`src/pkg/evstat_consts.svh`:
```
// Overview of operation
// - only enabled functions may trigger the fifo
// - trigger bits 5,4,3,2, reset to zero
// - trigger indications set on rising edge
// - gate error set on error, cleared when empty
// - five-bit odr count since gate error
// - source bits set on rising edge, read clears
// - bit 7 autosleep event, mode read clears
// - wake to sleep after inactivity limit
// - sleep to wake on selected wake event
// - bit 6 fifo overflow or watermark, status read clears
// - bit 5 transient active, its source read clears
// - bit 4 orientation changed, status read clears
// - bit 3 pulse active, its source read clears
// - bit 2 freefall motion, its source read clears
// - bit 0 data ready, cleared by xyz read
// - system mode register is read only
// - trigger mode stores 32 minus watermark more
// - fifo bit sets again on next sample
`ifndef EVSTAT_CONSTS_SVH
`define EVSTAT_CONSTS_SVH
`define ADDR_TRIG_SELECT 8'h0a
`define ADDR_SYSTEM_MODE 8'h0b
`define ADDR_INT_SOURCE 8'h0c
`define TRIG_MASK 8'h3c
`define BIT_TRANS 5
`define BIT_ORIENT 4
`define BIT_PULSE 3
`define BIT_FFMT 2
`define BIT_FIFO 6
`define BIT_ASLP 7
`define BIT_DRDY 0
`define BIT_GATE_ERR 7
`define TRIG_RESET 8'h00
`define FIFO_DEPTH 6'h20
`define FIFO_MODE_TRIGGER 2'h3
`endif

```
`src/pkg/evstat_pkg.sv`:
```
package evstat_pkg;
  typedef enum logic [1:0] {
    MODE_STANDBY = 2'h0,
    MODE_WAKE = 2'h1,
    MODE_SLEEP = 2'h2
  } sys_mode_t;
  typedef enum {TRIG_IDLE, TRIG_ARMED, TRIG_POST, TRIG_DONE} trig_state_t;
endpackage : evstat_pkg

```
`src/hw/edge_flag.sv`:
```
`timescale 1ns/1ps
`default_nettype none
// sticky flag: rising edge of the event sets, clear pulse clears, set wins
module edge_flag (
  input wire logic sys_clk,
  input wire logic rst_n,
  input wire logic clk_en,
  input wire logic event_level,
  input wire logic clear,
  output logic flag
);
  logic prev;

  // remember last level so only a low-to-high change counts
  always_ff @(posedge sys_clk) begin
    if (!rst_n) begin
      prev <= 1'b0;
    end else if (clk_en) begin
      prev <= event_level;
    end
  end

  // set beats clear so an edge landing on the read is kept
  always_ff @(posedge sys_clk) begin
    if (!rst_n) begin
      flag <= 1'b0;
    end else if (clk_en) begin
      if (event_level && !prev) begin
        flag <= 1'b1;
      end else if (clear) begin
        flag <= 1'b0;
      end
    end
  end
endmodule : edge_flag
`default_nettype wire

```
`src/hw/sleep_timer.sv`:
```
`timescale 1ns/1ps
`default_nettype none
// counts odr ticks without any interrupt; pulses when the limit is passed
module sleep_timer #(
  parameter int CW = 8
) (
  input wire logic sys_clk,
  input wire logic rst_n,
  input wire logic clk_en,
  input wire logic run,
  input wire logic activity,
  input wire logic odr_tick,
  input wire logic [CW-1:0] limit,
  output logic expired
);
  logic [CW:0] count;

  // counter is built for 1 to 16 bits only; refused at elaboration
  if (CW < 1 || CW > 16) begin : g_bad_cw
    $error("sleep_timer width out of range");
  end

  // strictly more than the limit, compared against the count before this tick's increment
  always_ff @(posedge sys_clk) begin
    if (!rst_n) begin
      count <= '0;
      expired <= 1'b0;
    end else if (clk_en) begin
      expired <= 1'b0;
      if (!run || activity) begin
        count <= '0;
      end else if (odr_tick) begin
        if (count > {1'b0, limit}) begin
          expired <= 1'b1;
          count <= '0;
        end else begin
          count <= count + {{CW{1'b0}}, 1'b1};
        end
      end
    end
  end
endmodule : sleep_timer
`default_nettype wire

```
`src/hw/accel_event_status_logic.sv`:
```
`timescale 1ns/1ps
`default_nettype none
`include "evstat_consts.svh"
// event status block: trigger select, system mode, interrupt source
module accel_event_status_logic #(
  parameter int LIMIT_W = 8
) (
  input wire logic sys_clk,
  input wire logic rst_n,
  input wire logic clk_en,
  // register port, on the internal clock
  input wire logic [7:0] reg_addr,
  input wire logic reg_wr,
  input wire logic [7:0] reg_wdata,
  input wire logic reg_rd,
  output logic [7:0] reg_rdata,
  // events from detection functions and data path (same clock)
  input wire logic odr_tick,
  input wire logic active_req,
  input wire logic transient_event_active,
  input wire logic orientation_changed_flag,
  input wire logic pulse_event_active,
  input wire logic freefall_motion_event_active,
  input wire logic xyz_new_data_flag,
  input wire logic xyz_overrun_flag,
  input wire logic fifo_overflow,
  input wire logic [5:0] fifo_sample_count,
  input wire logic [5:0] fifo_watermark_level,
  input wire logic [1:0] fifo_mode,
  input wire logic fifo_sample_in,
  input wire logic gate_error_detect,
  // interrupt enables and wake sources from control registers
  input wire logic [7:0] int_enable,
  input wire logic [7:0] wake_source_enable,
  input wire logic autosleep_enable,
  input wire logic [LIMIT_W-1:0] inactivity_count_limit,
  // source register reads elsewhere in the map
  input wire logic rd_transient_source_register,
  input wire logic rd_orientation_status_register,
  input wire logic rd_pulse_source_register,
  input wire logic rd_freefall_motion_source_register,
  input wire logic rd_fifo_status,
  input wire logic rd_xyz_data,
  // outputs
  output logic fifo_trigger_event,
  output logic fifo_accept_stop,
  output logic high_odr_select,
  output logic [1:0] system_mode_out
);
  logic [7:0] fifo_trigger_select;
  evstat_pkg::sys_mode_t mode;
  logic gate_error_flag;
  logic [4:0] gate_error_period_count;
  logic autosleep_event_flag;
  logic fifo_event_flag;
  logic [5:0] src_flags;
  logic [7:0] interrupt_source_status;
  logic [7:0] system_mode_status;
  logic rd_system_mode_status;
  logic rd_intsrc;
  logic fifo_cond;
  logic fifo_cond_q;
  logic sleep_expired;
  logic wake_event;
  logic activity;
  logic [3:0] trig_prev;
  logic trig_edge;
  logic [5:0] post_count;
  evstat_pkg::trig_state_t trig_state;

  // inactivity limit is built for 1 to 16 bits only; refused at elaboration
  if (LIMIT_W < 1 || LIMIT_W > 16) begin : g_bad_limit_w
    $error("LIMIT_W out of range");
  end

  function automatic logic [7:0] read_mux(input logic [7:0] a, input logic [7:0] t,
                                          input logic [7:0] m, input logic [7:0] s);
    case (a)
      `ADDR_TRIG_SELECT: read_mux = t;
      `ADDR_SYSTEM_MODE: read_mux = m;
      `ADDR_INT_SOURCE: read_mux = s;
      default: read_mux = 8'h00;
    endcase
  endfunction : read_mux

  assign rd_system_mode_status = reg_rd && (reg_addr == `ADDR_SYSTEM_MODE);
  assign rd_intsrc = reg_rd && (reg_addr == `ADDR_INT_SOURCE);

  // trigger select: only defined bits are writable
  always_ff @(posedge sys_clk) begin
    if (!rst_n) begin
      fifo_trigger_select <= `TRIG_RESET;
    end else if (clk_en && reg_wr && reg_addr == `ADDR_TRIG_SELECT) begin
      fifo_trigger_select <= reg_wdata & `TRIG_MASK;
    end
  end

  // per-function sticky source bits, each cleared by its own source read
  edge_flag u_trans (.sys_clk(sys_clk), .rst_n(rst_n), .clk_en(clk_en),
    .event_level(transient_event_active && int_enable[`BIT_TRANS]),
    .clear(rd_transient_source_register), .flag(src_flags[`BIT_TRANS]));
  edge_flag u_orient (.sys_clk(sys_clk), .rst_n(rst_n), .clk_en(clk_en),
    .event_level(orientation_changed_flag && int_enable[`BIT_ORIENT]),
    .clear(rd_orientation_status_register), .flag(src_flags[`BIT_ORIENT]));
  edge_flag u_pulse (.sys_clk(sys_clk), .rst_n(rst_n), .clk_en(clk_en),
    .event_level(pulse_event_active && int_enable[`BIT_PULSE]),
    .clear(rd_pulse_source_register), .flag(src_flags[`BIT_PULSE]));
  edge_flag u_ffmt (.sys_clk(sys_clk), .rst_n(rst_n), .clk_en(clk_en),
    .event_level(freefall_motion_event_active && int_enable[`BIT_FFMT]),
    .clear(rd_freefall_motion_source_register), .flag(src_flags[`BIT_FFMT]));
  // status register read at 0x00 is not wired here, only the xyz data read
  edge_flag u_drdy (.sys_clk(sys_clk), .rst_n(rst_n), .clk_en(clk_en),
    .event_level((xyz_new_data_flag || xyz_overrun_flag) && int_enable[`BIT_DRDY]),
    .clear(rd_xyz_data), .flag(src_flags[`BIT_DRDY]));
  assign src_flags[1] = 1'b0;

  // fifo flag: rising edge, or a new sample while the condition holds
  assign fifo_cond = int_enable[`BIT_FIFO] && (fifo_overflow ||
    (fifo_watermark_level != 6'h00 && fifo_sample_count >= fifo_watermark_level));
  always_ff @(posedge sys_clk) begin
    if (!rst_n) begin
      fifo_cond_q <= 1'b0;
      fifo_event_flag <= 1'b0;
    end else if (clk_en) begin
      fifo_cond_q <= fifo_cond;
      if ((fifo_cond && !fifo_cond_q) || (fifo_cond && fifo_sample_in)) begin
        fifo_event_flag <= 1'b1;
      end else if (rd_fifo_status) begin
        fifo_event_flag <= 1'b0;
      end
    end
  end

  // trigger edges of enabled functions only
  always_ff @(posedge sys_clk) begin
    if (!rst_n) begin
      trig_prev <= 4'h0;
    end else if (clk_en) begin
      trig_prev <= {transient_event_active, orientation_changed_flag,
                    pulse_event_active, freefall_motion_event_active};
    end
  end
  assign trig_edge = |(fifo_trigger_select[5:2] & {transient_event_active,
    orientation_changed_flag, pulse_event_active, freefall_motion_event_active}
    & ~trig_prev);

  // trigger mode sequencing: after the trigger take 32 minus watermark samples
  always_ff @(posedge sys_clk) begin
    if (!rst_n) begin
      trig_state <= evstat_pkg::TRIG_IDLE;
      post_count <= 6'h00;
      fifo_trigger_event <= 1'b0;
      fifo_accept_stop <= 1'b0;
    end else if (clk_en) begin
      fifo_trigger_event <= 1'b0;
      case (trig_state)
        evstat_pkg::TRIG_IDLE: begin
          fifo_accept_stop <= 1'b0;
          if (fifo_mode == `FIFO_MODE_TRIGGER) trig_state <= evstat_pkg::TRIG_ARMED;
        end
        evstat_pkg::TRIG_ARMED: begin
          if (fifo_mode != `FIFO_MODE_TRIGGER) begin
            trig_state <= evstat_pkg::TRIG_IDLE;
          end else if (trig_edge) begin
            fifo_trigger_event <= 1'b1;
            post_count <= `FIFO_DEPTH - fifo_watermark_level;
            trig_state <= evstat_pkg::TRIG_POST;
          end
        end
        evstat_pkg::TRIG_POST: begin
          if (fifo_mode != `FIFO_MODE_TRIGGER) begin
            trig_state <= evstat_pkg::TRIG_IDLE;
          end else if (post_count == 6'h00) begin
            fifo_accept_stop <= 1'b1;
            trig_state <= evstat_pkg::TRIG_DONE;
          end else if (fifo_sample_in) begin
            post_count <= post_count - 6'h01;
          end
        end
        evstat_pkg::TRIG_DONE: begin
          if (fifo_mode != `FIFO_MODE_TRIGGER) trig_state <= evstat_pkg::TRIG_IDLE;
        end
        default: trig_state <= evstat_pkg::TRIG_IDLE;
      endcase
    end
  end

  // auto sleep / wake
  // pending function or fifo flags keep the device awake; data ready is left out
  // since it fires every sample and would keep the device from ever sleeping
  assign activity = (|src_flags[5:2]) || fifo_event_flag;
  assign wake_event = |({transient_event_active, orientation_changed_flag,
    pulse_event_active, freefall_motion_event_active, fifo_cond}
    & {wake_source_enable[5:2], wake_source_enable[6]});
  sleep_timer #(.CW(LIMIT_W)) u_sleep (.sys_clk(sys_clk), .rst_n(rst_n),
    .clk_en(clk_en), .run(autosleep_enable && mode == evstat_pkg::MODE_WAKE),
    .activity(activity || wake_event), .odr_tick(odr_tick),
    .limit(inactivity_count_limit), .expired(sleep_expired));

  // mode register state is never written by the host bus
  always_ff @(posedge sys_clk) begin
    if (!rst_n) begin
      mode <= evstat_pkg::MODE_STANDBY;
      autosleep_event_flag <= 1'b0;
    end else if (clk_en) begin
      if (!active_req) begin
        mode <= evstat_pkg::MODE_STANDBY;
      end else if (mode == evstat_pkg::MODE_STANDBY) begin
        mode <= evstat_pkg::MODE_WAKE;
      end else if (mode == evstat_pkg::MODE_WAKE && sleep_expired) begin
        mode <= evstat_pkg::MODE_SLEEP;
      end else if (mode == evstat_pkg::MODE_SLEEP && wake_event) begin
        mode <= evstat_pkg::MODE_WAKE;
      end
      if ((mode == evstat_pkg::MODE_WAKE && sleep_expired) ||
          (mode == evstat_pkg::MODE_SLEEP && wake_event && active_req)) begin
        autosleep_event_flag <= 1'b1;
      end else if (rd_system_mode_status) begin
        autosleep_event_flag <= 1'b0;
      end
    end
  end

  // gate error and the odr period count that follows it
  always_ff @(posedge sys_clk) begin
    if (!rst_n) begin
      gate_error_flag <= 1'b0;
      gate_error_period_count <= 5'h00;
    end else if (clk_en) begin
      if (gate_error_detect) begin
        gate_error_flag <= 1'b1;
      end else if (fifo_sample_count == 6'h00) begin
        gate_error_flag <= 1'b0;
      end
      if (!gate_error_flag) begin
        gate_error_period_count <= 5'h00;
      end else if (odr_tick && gate_error_period_count != 5'h1f) begin
        gate_error_period_count <= gate_error_period_count + 5'h01;
      end
    end
  end

  assign interrupt_source_status = {autosleep_event_flag, fifo_event_flag,
    src_flags[5:2], 1'b0, src_flags[0]};
  assign system_mode_status = {gate_error_flag, gate_error_period_count, mode};

  // registered read data and status outputs
  always_ff @(posedge sys_clk) begin
    if (!rst_n) begin
      reg_rdata <= 8'h00;
      high_odr_select <= 1'b0;
      system_mode_out <= 2'h0;
    end else if (clk_en) begin
      reg_rdata <= read_mux(reg_addr, fifo_trigger_select, system_mode_status,
                            interrupt_source_status);
      high_odr_select <= (mode == evstat_pkg::MODE_WAKE);
      system_mode_out <= mode;
    end
  end

  // checks on what this block drives; causes that legally move the mode byte are excluded
  AST_SYSTEM_MODE_STATUS_RO: assert property (@(posedge sys_clk) disable iff (!rst_n)
    (clk_en && reg_wr && reg_addr == `ADDR_SYSTEM_MODE && !gate_error_detect && !odr_tick
     && active_req == (mode != evstat_pkg::MODE_STANDBY) && !sleep_expired && !wake_event
     && !(gate_error_flag && fifo_sample_count == 6'h00))
    |=> $stable(system_mode_status))
    else $error("mode register changed by write");
  AST_TRIG_MASK: assert property (@(posedge sys_clk) disable iff (!rst_n)
    (fifo_trigger_select & ~`TRIG_MASK) == 8'h00)
    else $error("reserved trigger bits set");
  AST_TRIG_GATED: assert property (@(posedge sys_clk) disable iff (!rst_n)
    (fifo_trigger_event && $past(clk_en)) |-> $past(trig_edge))
    else $error("trigger without enabled edge");
  AST_TRIG_ARM: assert property (@(posedge sys_clk) disable iff (!rst_n)
    (clk_en && trig_state == evstat_pkg::TRIG_ARMED && fifo_mode == `FIFO_MODE_TRIGGER
     && trig_edge) |=> fifo_trigger_event)
    else $error("enabled trigger edge lost");
  AST_GATE_SET: assert property (@(posedge sys_clk) disable iff (!rst_n)
    (clk_en && gate_error_detect) |=> gate_error_flag)
    else $error("gate error not flagged");
  AST_GATE_COUNT: assert property (@(posedge sys_clk) disable iff (!rst_n)
    (clk_en && !gate_error_flag) |=> gate_error_period_count == 5'h00)
    else $error("gate count not reset");
  AST_ASLP_CLR: assert property (@(posedge sys_clk) disable iff (!rst_n)
    (clk_en && rd_system_mode_status && !sleep_expired && !wake_event) |=> !autosleep_event_flag)
    else $error("autosleep flag not cleared");
  AST_FIFO_RESET: assert property (@(posedge sys_clk) disable iff (!rst_n)
    (clk_en && fifo_cond && fifo_sample_in) |=> fifo_event_flag)
    else $error("fifo flag not set on sample");
  AST_SLEEP: assert property (@(posedge sys_clk) disable iff (!rst_n)
    (clk_en && active_req && mode == evstat_pkg::MODE_WAKE && sleep_expired)
    |=> mode == evstat_pkg::MODE_SLEEP ##1 !high_odr_select)
    else $error("no wake to sleep");
  AST_WAKE: assert property (@(posedge sys_clk) disable iff (!rst_n)
    (clk_en && active_req && mode == evstat_pkg::MODE_SLEEP && wake_event)
    |=> mode == evstat_pkg::MODE_WAKE)
    else $error("no sleep to wake");
  AST_DRDY_HOLD: assert property (@(posedge sys_clk) disable iff (!rst_n)
    (clk_en && src_flags[`BIT_DRDY] && !rd_xyz_data) |=> src_flags[`BIT_DRDY])
    else $error("data ready flag lost without xyz read");
  AST_STOP_HOLD: assert property (@(posedge sys_clk) disable iff (!rst_n)
    (clk_en && trig_state == evstat_pkg::TRIG_DONE && fifo_mode == `FIFO_MODE_TRIGGER)
    |=> fifo_accept_stop)
    else $error("fifo stop dropped in trigger mode");
  AST_MODE_CODE: assert property (@(posedge sys_clk) disable iff (!rst_n)
    system_mode_out != 2'h3)
    else $error("illegal mode code");
  // main scenarios worth seeing at least once
  COV_SLEEP: cover property (@(posedge sys_clk) mode == evstat_pkg::MODE_SLEEP);
  COV_TRIG: cover property (@(posedge sys_clk) fifo_accept_stop);
  COV_GATE: cover property (@(posedge sys_clk) gate_error_period_count == 5'h03);
  COV_WAKE: cover property (@(posedge sys_clk)
    mode == evstat_pkg::MODE_SLEEP ##1 mode == evstat_pkg::MODE_WAKE);
  COV_FIFO_AGAIN: cover property (@(posedge sys_clk)
    fifo_cond && fifo_sample_in && !fifo_event_flag);
endmodule : accel_event_status_logic
`default_nettype wire

```
`config.mk`:
```
export PLATFORM = sky130hd
export DESIGN_NAME = accel_event_status_logic
export DESIGN_NICKNAME = d
export VERILOG_FILES = /design/src/pkg/evstat_pkg.sv /design/src/hw/edge_flag.sv /design/src/hw/sleep_timer.sv /design/src/hw/accel_event_status_logic.sv
export VERILOG_INCLUDE_DIRS = /design/src /design/src/pkg
export SDC_FILE = /design/constraint.sdc
export NUM_CORES = 1
export LEC_CHECK = 0
export ABC_AREA = 1
export BUFFER_PORTS_ARGS = -buffer_cell sky130_fd_sc_hd__clkbuf_2
export CAP_MARGIN = 20
export CORE_UTILIZATION = 45
export DETAILED_ROUTE_END_ITERATION = 16
export PLACE_DENSITY_LB_ADDON = 0.25
export SLEW_MARGIN = 0
export SYNTH_ARGS = -nofsm -noshare
export SYNTH_HDL_FRONTEND = slang
export SYNTH_SLANG_ARGS = --single-unit
```
`constraint.sdc`:
```
create_clock -name sys_clk -period 4.08 [get_ports sys_clk]
set_clock_uncertainty 0.1 [all_clocks]
set_input_delay 0.816 -clock sys_clk [delete_from_list [all_inputs] [get_ports sys_clk]]
set_output_delay 0.816 -clock sys_clk [all_outputs]
set_load 0.005 [all_outputs]
```
==> PnR_summary.wiki, run 1 <==
{| class="wikitable"
! Metric !! Value
|-
| CTS Sinks || 60
|-
| CTS Buf Count || 9
|-
| Synth top area cells || sky130_fd_sc_hd__dfxtp_1 (34%), sky130_fd_sc_hd__nand2_1 (12%), sky130_fd_sc_hd__a21oi_1 (8.8%)
|-
| Flip-flop and latch count after synthesis || 60
|-
| Number of port buffers || 80
|-
| Worst Tran Pin Value || 509 ps
|-
| Area enclosed by the die boundary || 0.00815 sq mm
|-
| Post-CTS setup repair buffer count || 0
|-
| Worst vdd ir || 0.177 mV
|-
| Number of fill cells || 743
|-
| Layout overhead on the synthesized area || 19.3%
|-
| Number of max-slew violations in the final report || 0
|-
| Overall power || 1.39 mW
|-
| Overall routed net length || 8.59 mm
|-
| Vias per std cell || 5.11
|-
| Number of nets produced by synthesis || 613
|-
| Static power due to leakage || 1.90 nW
|-
| Std-Cell Core Area || 0.00741 sq mm
|-
| Unrepaired setup endpoints after global routing || false
|-
| Number of endpoints with negative hold slack in the final report || 0
|-
| Total grt overflow || 0
|-
| # hold bufs at CTS || 0
|-
| Post-synth top area cell || sky130_fd_sc_hd__dfxtp_1
|-
| Fin crit share || 62.1%
|-
| FF+latch area || 0.00120 sq mm
|-
| Maximum number of buffers from clock root to sink || 2
|-
| Minimum period implied by the final worst setup slack || 2530 ps
|-
| Post-synthesis area per instance || 6.80 sq um
|-
| Io pins || 90
|-
| Clock-pin slew of the registers on the worst-case setup and hold paths || 70 ps
|-
| Post-Route Setup TNS || 0 ps
|-
| Width of the chip || 90.3 um
|-
| Netlist area before placement || 0.00351 sq mm
|-
| Top-area cell type share of the netlist area || 34.2%
|-
| Gate Count Post-Synth || 516
|-
| Global-route wire length before repair || 14.6 mm
|-
| Result of the run || completed
|-
| Count of H-tree levels built during CTS || 3
|-
| Share of async-settable or async-resettable flops after synthesis || 0%
|-
| Number of rows created at floorplan || 31
|-
| Critical path startpoint category || input pin
|-
| Critical Setup Path Class || input pin to register
|-
| Dominant register cell in the synthesized netlist || sky130_fd_sc_hd__dfxtp_1
|-
| Clock network latency to the later pin of the worst-skew pair || 340 ps
|-
| Setup Viol. Count Final || 0
|-
| Worst min-delay path category || register to register
|-
| Clock Root Buffer || sky130_fd_sc_hd__clkbuf_8
|-
| Count of instances resized after the clock tree is built || 0
|-
| Gpl congestion || 0.826
|-
| Placed instance area || 0.00398 sq mm
|-
| Die height || 90.3 um
|-
| Via count of the routed design || 3564
|-
| Worst Path Required || 4250 ps
|-
| Antenna diode count || 0
|-
| Pin count of the biggest net entering global routing || 46
|-
| Combined area of the multi-input logic cells || 0.00199 sq mm
|-
| Post-synth EDFFs || 0
|-
| Setup slack after layout || 1550 ps
|-
| Final antenna-violating net count || 0
|-
| Critical-path maximum fanout || 11
|-
| Max_slew headroom || 66.1%
|-
| Number of antenna violations at the first check in global routing || 0
|-
| Number of synthesis warnings || 0
|-
| Initial core utilization || 47.4%
|-
| Number of distinct library cells after synthesis || 40
|-
| Sequential share of the synthesized area || 34.2%
|-
| Initial detailed-routing violation count || 188
|-
| Final net count || 691
|-
| Proportion of layout cells with a drive suffix above 1 || 19.4%
|-
| Design Area, Final || 0.00418 sq mm
|-
| Count of maximum capacitance violations || 0
|-
| Mean routed wirelength per cell || 12.3 um
|-
| Clock tree from TritonCTS || yes
|-
| Total power density per cell area || 333 mW/mm^2
|-
| Fmax || 394 MHz
|-
| Half-perimeter wire length after detailed placement || 6.40 mm
|-
| Remaining routing DRC violations || 0
|-
| Commonest cells after routing, fill and taps aside || sky130_fd_sc_hd__nand2_1 (114), sky130_fd_sc_hd__clkbuf_2 (80), sky130_fd_sc_hd__nor2_1 (67)
|-
| First drt pass iteration count || 4
|-
| GRT Util Overall || 22.0%
|-
| Via count of the first global-routing pass || 3363
|-
| Most common library cell in the layout ignoring fill and taps || sky130_fd_sc_hd__nand2_1
|-
| Type of destination of the critical path || register
|-
| Critical Path AT || 2710 ps
|-
| Post-place setup slack || 1200 ps
|}
[sequential cells by signal, summed over array words and instances (netlist names), 2 cells and up]
name,cells
u_sleep.count,9
reg_rdata,8
trig_prev,4
gate_error_period_count,5
post_count,6
fifo_trigger_select,4
mode,2
trig_state,2
system_mode_out,2
[power breakdown]
part / total, mW / switching, mW / internal [mW]
clock network: 0.571 / 0.233 / 0.339
logic: 0.201 / 0.122 / 0.0795
registers: 0.622 / 0.0165 / 0.605
[critical path: stages]
cell and delay (ps):
sky130_fd_sc_hd__clkbuf_2 110, sky130_fd_sc_hd__inv_1 60, sky130_fd_sc_hd__ha_1 270, sky130_fd_sc_hd__nand2_1 90, sky130_fd_sc_hd__inv_1 50, sky130_fd_sc_hd__a21oi_1 140
sky130_fd_sc_hd__nand2_1 70, sky130_fd_sc_hd__nand2_1 70, sky130_fd_sc_hd__nand2_2 60, sky130_fd_sc_hd__nand3_2 70, sky130_fd_sc_hd__nand3_2 280, sky130_fd_sc_hd__o21ai_2 410
sky130_fd_sc_hd__nor2_1 100, sky130_fd_sc_hd__nor2_1 100
[cells by family after synthesis]
kind of cell | count (synthesis) | synth area share (%)
simple gates | 240 | 29.8
compound gates | 106 | 17.3
buf+inv | 80 | 9.02
flops | 60 | 34.2
fa+ha+maj | 20 | 7.13
xor+xnor | 10 | 2.50
[per-layer routing]
layer	track usage [%]	wire (um)	vias to the layer above
met5	0	0	-
met4	6.18	135	0
met3	7.49	606	12
met2	38.4	4110	106
met1	25.5	3740	1590
li1	-	-	1856
[Yosys cell counts, types with 3 or more instances]
| cell type | n |
|---|---|
| sky130_fd_sc_hd__inv_1 | 59 |
| sky130_fd_sc_hd__nor2_1 | 67 |
| sky130_fd_sc_hd__a211oi_1 | 4 |
| sky130_fd_sc_hd__clkbuf_1 | 8 |
| sky130_fd_sc_hd__nand3b_1 | 4 |
| sky130_fd_sc_hd__xor2_1 | 9 |
| sky130_fd_sc_hd__nand3_2 | 3 |
| sky130_fd_sc_hd__nor2_2 | 3 |
| sky130_fd_sc_hd__o21ai_0 | 20 |
| sky130_fd_sc_hd__ha_1 | 20 |
| sky130_fd_sc_hd__inv_2 | 5 |
| sky130_fd_sc_hd__nor3_1 | 9 |
| sky130_fd_sc_hd__a21oi_1 | 62 |
| sky130_fd_sc_hd__buf_2 | 4 |
| sky130_fd_sc_hd__o22ai_1 | 6 |
| sky130_fd_sc_hd__nand4_1 | 7 |
| sky130_fd_sc_hd__nand3_1 | 26 |
| sky130_fd_sc_hd__nand2_1 | 114 |
| sky130_fd_sc_hd__dfxtp_1 | 60 |
[layout make-up]
type	instances	area share (%)
Clock buffer	10	3.05
Clock inverter	5	1.85
Inverter	64	5.74
Multi-Input combinational cell	376	47.6
Sequential cell	60	28.7
Tap cell	99	2.96
Timing Repair Buffer	83	10.1
[path summary, 6_finish.rpt]
path                                          to  cells past startpoint                    start  slack [ps]
worst min register to register  fifo_accept_stop                      2         fifo_accept_stop         360
worst max register to register  u_sleep.count[2]                     10         u_sleep.count[4]        2160
worst min-delay path            fifo_accept_stop                      2         fifo_accept_stop         360
worst max-delay path            u_sleep.count[2]                     14  fifo_watermark_level[4]        1550
[through the flow]
step / hold WS, ps / utilization, % / instances
5_1_grt: 374 / 56.5 / 697
3_5_place_dp: 354 / 53.7 / 682
2_1_floorplan: 341 / - / 516
3_3_place_gp: 349 / 53.7 / 682
6_report: 361 / 56.5 / 697
4_1_cts: 365 / 56.5 / 697
No activity file was read; power rests on OpenSTA's default activity.
==> run 2: changes to the inputs <==
- ABC_AREA: 1 -> 0
- clock period: 4.08 -> 2.51 ns (I/O delays scaled with it)
==> PnR_summary.wiki, run 2 <==
{| class="wikitable"
! Metric !! Value
|-
| Result of the run || completed
|-
| Number of port buffers || 80
|-
| Number of antenna violations at the first check in global routing || 0
|-
| Post-CTS setup repair buffer count || 0
|-
| Antenna diode count || 0
|-
| Type of destination of the critical path || register
|-
| Number of endpoints with negative hold slack in the final report || 0
|-
| Launch instance of the worst register-to-register path || u_sleep.count[6]
|-
| Clock-pin slew of the registers on the worst-case setup and hold paths || 70 ps
|-
| Flip-flop and latch count after synthesis || 60
|-
| Final antenna-violating net count || 0
|-
| Static power due to leakage || 1.85 nW
|-
| Vias per std cell || 5.40
|-
| Gate Count Post-Synth || 406
|-
| Via count of the first global-routing pass || 3023
|-
| Detailed-routed wire length on met3 || 438 um
|-
| Initial detailed-routing violation count || 178
|-
| Most common library cell in the layout ignoring fill and taps || sky130_fd_sc_hd__clkbuf_2
|-
| Minimum hold slack || 302 ps
|-
| Worst Path Required || 2670 ps
|-
| Count of maximum capacitance violations || 0
|-
| Buffers and inverters on the worst path || 2
|-
| Overall routed net length || 8.35 mm
|-
| Topmost layer with routed signal wires || met4
|-
| Worst min-delay path category || input pin to register
|-
| Die height || 88.6 um
|-
| Slowest cell on the critical path || sky130_fd_sc_hd__dfxtp_1
|-
| Pin count of the biggest net entering global routing || 45
|-
| CTS Sinks || 60
|-
| Worst Tran Pin Value || 502 ps
|-
| Total grt overflow || 0
|-
| CTS Buf Count || 9
|-
| Count of H-tree levels built during CTS || 3
|-
| Worst vdd ir || 0.574 mV
|-
| Total power density per cell area || 540 mW/mm^2
|-
| Layout overhead on the synthesized area || 27.4%
|-
| Number of rows created at floorplan || 31
|-
| Count of instances resized after the clock tree is built || 0
|-
| Stages on worst setup path || 9
|-
| Most flop-heavy register || u_sleep.count
|-
| Initial core utilization || 46.5%
|-
| Number of max-slew violations in the final report || 0
|-
| Post-synthesis area per instance || 8.31 sq um
|-
| Met2 routed WL || 4.09 mm
|-
| Fmax || 438 MHz
|-
| Width of the chip || 88.6 um
|-
| Most frequent cells after synthesis || sky130_fd_sc_hd__dfxtp_1 (60), sky130_fd_sc_hd__nand2_1 (49), sky130_fd_sc_hd__nor2_1 (39)
|-
| Via count of the routed design || 3307
|-
| Worst-path cell chain || ha_1 > a21o_1 > a211oi_1 > a211oi_1 > buf_4 > a2111oi_4 > buf_4 > nand2b_4 > o31ai_2
|-
| Number of nets produced by synthesis || 503
|-
| Category of cells accounting for the largest share of critical-path delay || compound AO/OA/AOI/OAI gates
|-
| Area enclosed by the die boundary || 0.00785 sq mm
|-
| GRT Util Overall || 22.8%
|-
| Max reg flops || 9
|-
| Terminus of the critical flop-to-flop path || u_sleep.count[6]
|-
| Dominant register cell in the synthesized netlist || sky130_fd_sc_hd__dfxtp_1
|-
| Critical path startpoint category || register
|-
| Most common cell in the netlist || sky130_fd_sc_hd__dfxtp_1
|-
| Termination of the worst setup path || u_sleep.count[6]
|-
| Share of async-settable or async-resettable flops after synthesis || 0%
|-
| Number of synthesis warnings || 0
|-
| Mean routed wirelength per cell || 13.6 um
|-
| Minimum period implied by the final worst setup slack || 2280 ps
|-
| Critical path launch point || u_sleep.count[6]
|-
| R2R depth || 9
|-
| Commonest cells after routing, fill and taps aside || sky130_fd_sc_hd__clkbuf_2 (80), sky130_fd_sc_hd__dfxtp_1 (60), sky130_fd_sc_hd__nand2_1 (49)
|-
| Top-area cell type share of the netlist area || 35.6%
|-
| Number of distinct library cells after synthesis || 57
|-
| Critical Path AT || 2440 ps
|-
| # hold bufs at CTS || 0
|-
| Unrepaired setup endpoints after global routing || false
|-
| Remaining routing DRC violations || 0
|-
| Worst R2R Setup Slack || 230 ps
|-
| Sequential share of the synthesized area || 35.6%
|-
| Gpl congestion || 0.817
|-
| Io pins || 90
|-
| Post-synth top area cell || sky130_fd_sc_hd__dfxtp_1
|-
| Proportion of layout cells with a drive suffix above 1 || 27.3%
|-
| Final net count || 605
|-
| Clock network latency to the later pin of the worst-skew pair || 340 ps
|-
| Regs by FF count || u_sleep.count x9, reg_rdata x8, post_count x6
|-
| Fin crit share || 91.0%
|-
| Std-Cell Core Area || 0.00725 sq mm
|-
| Half-perimeter wire length after detailed placement || 6.38 mm
|-
| Clock Root Buffer || sky130_fd_sc_hd__clkbuf_8
|-
| Netlist area before placement || 0.00337 sq mm
|-
| Clock tree from TritonCTS || yes
|-
| Max_slew headroom || 66.2%
|-
| CP max stage delay || 430 ps
|-
| Maximum number of buffers from clock root to sink || 2
|-
| Global-route wire length before repair || 13.8 mm
|-
| Critical Setup Path Class || register to register
|-
| Critical-path maximum fanout || 6
|-
| Synth top area cells || sky130_fd_sc_hd__dfxtp_1 (36%), sky130_fd_sc_hd__ha_1 (7.4%), sky130_fd_sc_hd__a21oi_1 (5.5%)
|-
| Post-synth EDFFs || 0
|-
| Final core occ || 59.3%
|-
| Detailed-route wire length on metal 1 || 3.73 mm
|-
| Setup Viol. Count Final || 0
|-
| First drt pass iteration count || 5
|}
[run 2: cell count changes in the layout (fill, tap and decap cells not counted), sizes merged, moves of 7 or more]
| cell | before | now |
|---|---|---|
| a21oi | 63 | 37 |
| and2 | 0 | 10 |
| a32oi | 0 | 8 |
| nand2 | 117 | 49 |
| inv | 64 | 23 |
| nor2 | 70 | 39 |
| o31ai | 0 | 7 |
| nor2b | 0 | 7 |
| nand3 | 29 | 18 |
| mux2i | 0 | 11 |
| buf | 3 | 27 |
[run 2: report_power, final]
part / internal [mW] / total [mW] / switching [mW]
clock: 0.665 / 1.07 / 0.405
combinational: 0.123 / 0.262 / 0.139
sequential: 0.973 / 0.990 / 0.0176
[run 2: layout make-up]
cell class	count	area [sq um]
multi-input combinational	307	2020
timing repair buffer	107	616
tap	99	124
fill	673	2950
sequential	60	1200
clock buffer	9	124
inverter	23	86.3
clock inverter	7	124
[run 2: logic make-up after synthesis]
logic type	synth area share (%)
AO/OA/AOI/OAI	23.5
XOR/XNOR	1.56
adder cells (fa/ha/maj)	7.42
buffers and inverters	4.41
flip-flops	35.6
multiplexers	3.26
AND/OR/NAND/NOR	24.2
[run 2: metrics by stage]
| step | setup WS (ps) | TNS, ps | instance area (sq um) | total power, mW | std cells |
|---|---|---|---|---|---|
| floorplan | 146 | 0 | 3370 | 1.14 | 406 |
| global placement | -65.9 | -227 | 4050 | 1.26 | 596 |
| detailed placement | -80.9 | -354 | 4050 | 1.27 | 596 |
| CTS | 207 | 0 | 4300 | 2.34 | 612 |
| global route | 17.2 | 0 | 4300 | 2.42 | 612 |
| finish | 225 | 0 | 4300 | 2.32 | 612 |
[run 2: worst min path at each step]
stage / endpoint / from / depth (start not counted) / slack, ps
after floorplan: u_trans.prev / u_trans.prev / 2 / 330
after global placement: u_trans.prev / u_trans.prev / 2 / 340
after detailed placement: u_trans.prev / u_trans.prev / 2 / 350
after CTS: fifo_trigger_select[4] / reg_wdata[4] / 3 / 290
after global routing: fifo_trigger_select[4] / reg_wdata[4] / 3 / 300
final: fifo_trigger_select[4] / reg_wdata[4] / 3 / 300
[run 2: worst min-delay path, cell delays in order]
cell and delay (ps):
sky130_fd_sc_hd__clkbuf_2 80, sky130_fd_sc_hd__mux2i_1 60, sky130_fd_sc_hd__nor2_1 70
[run 2: routing by layer]
metal / up-vias / global-route usage (%)
met5: - / 0
met4: 0 / 5.43
met3: 10 / 6.90
met2: 80 / 37.3
met1: 1532 / 29.7
li1: 1685 / -
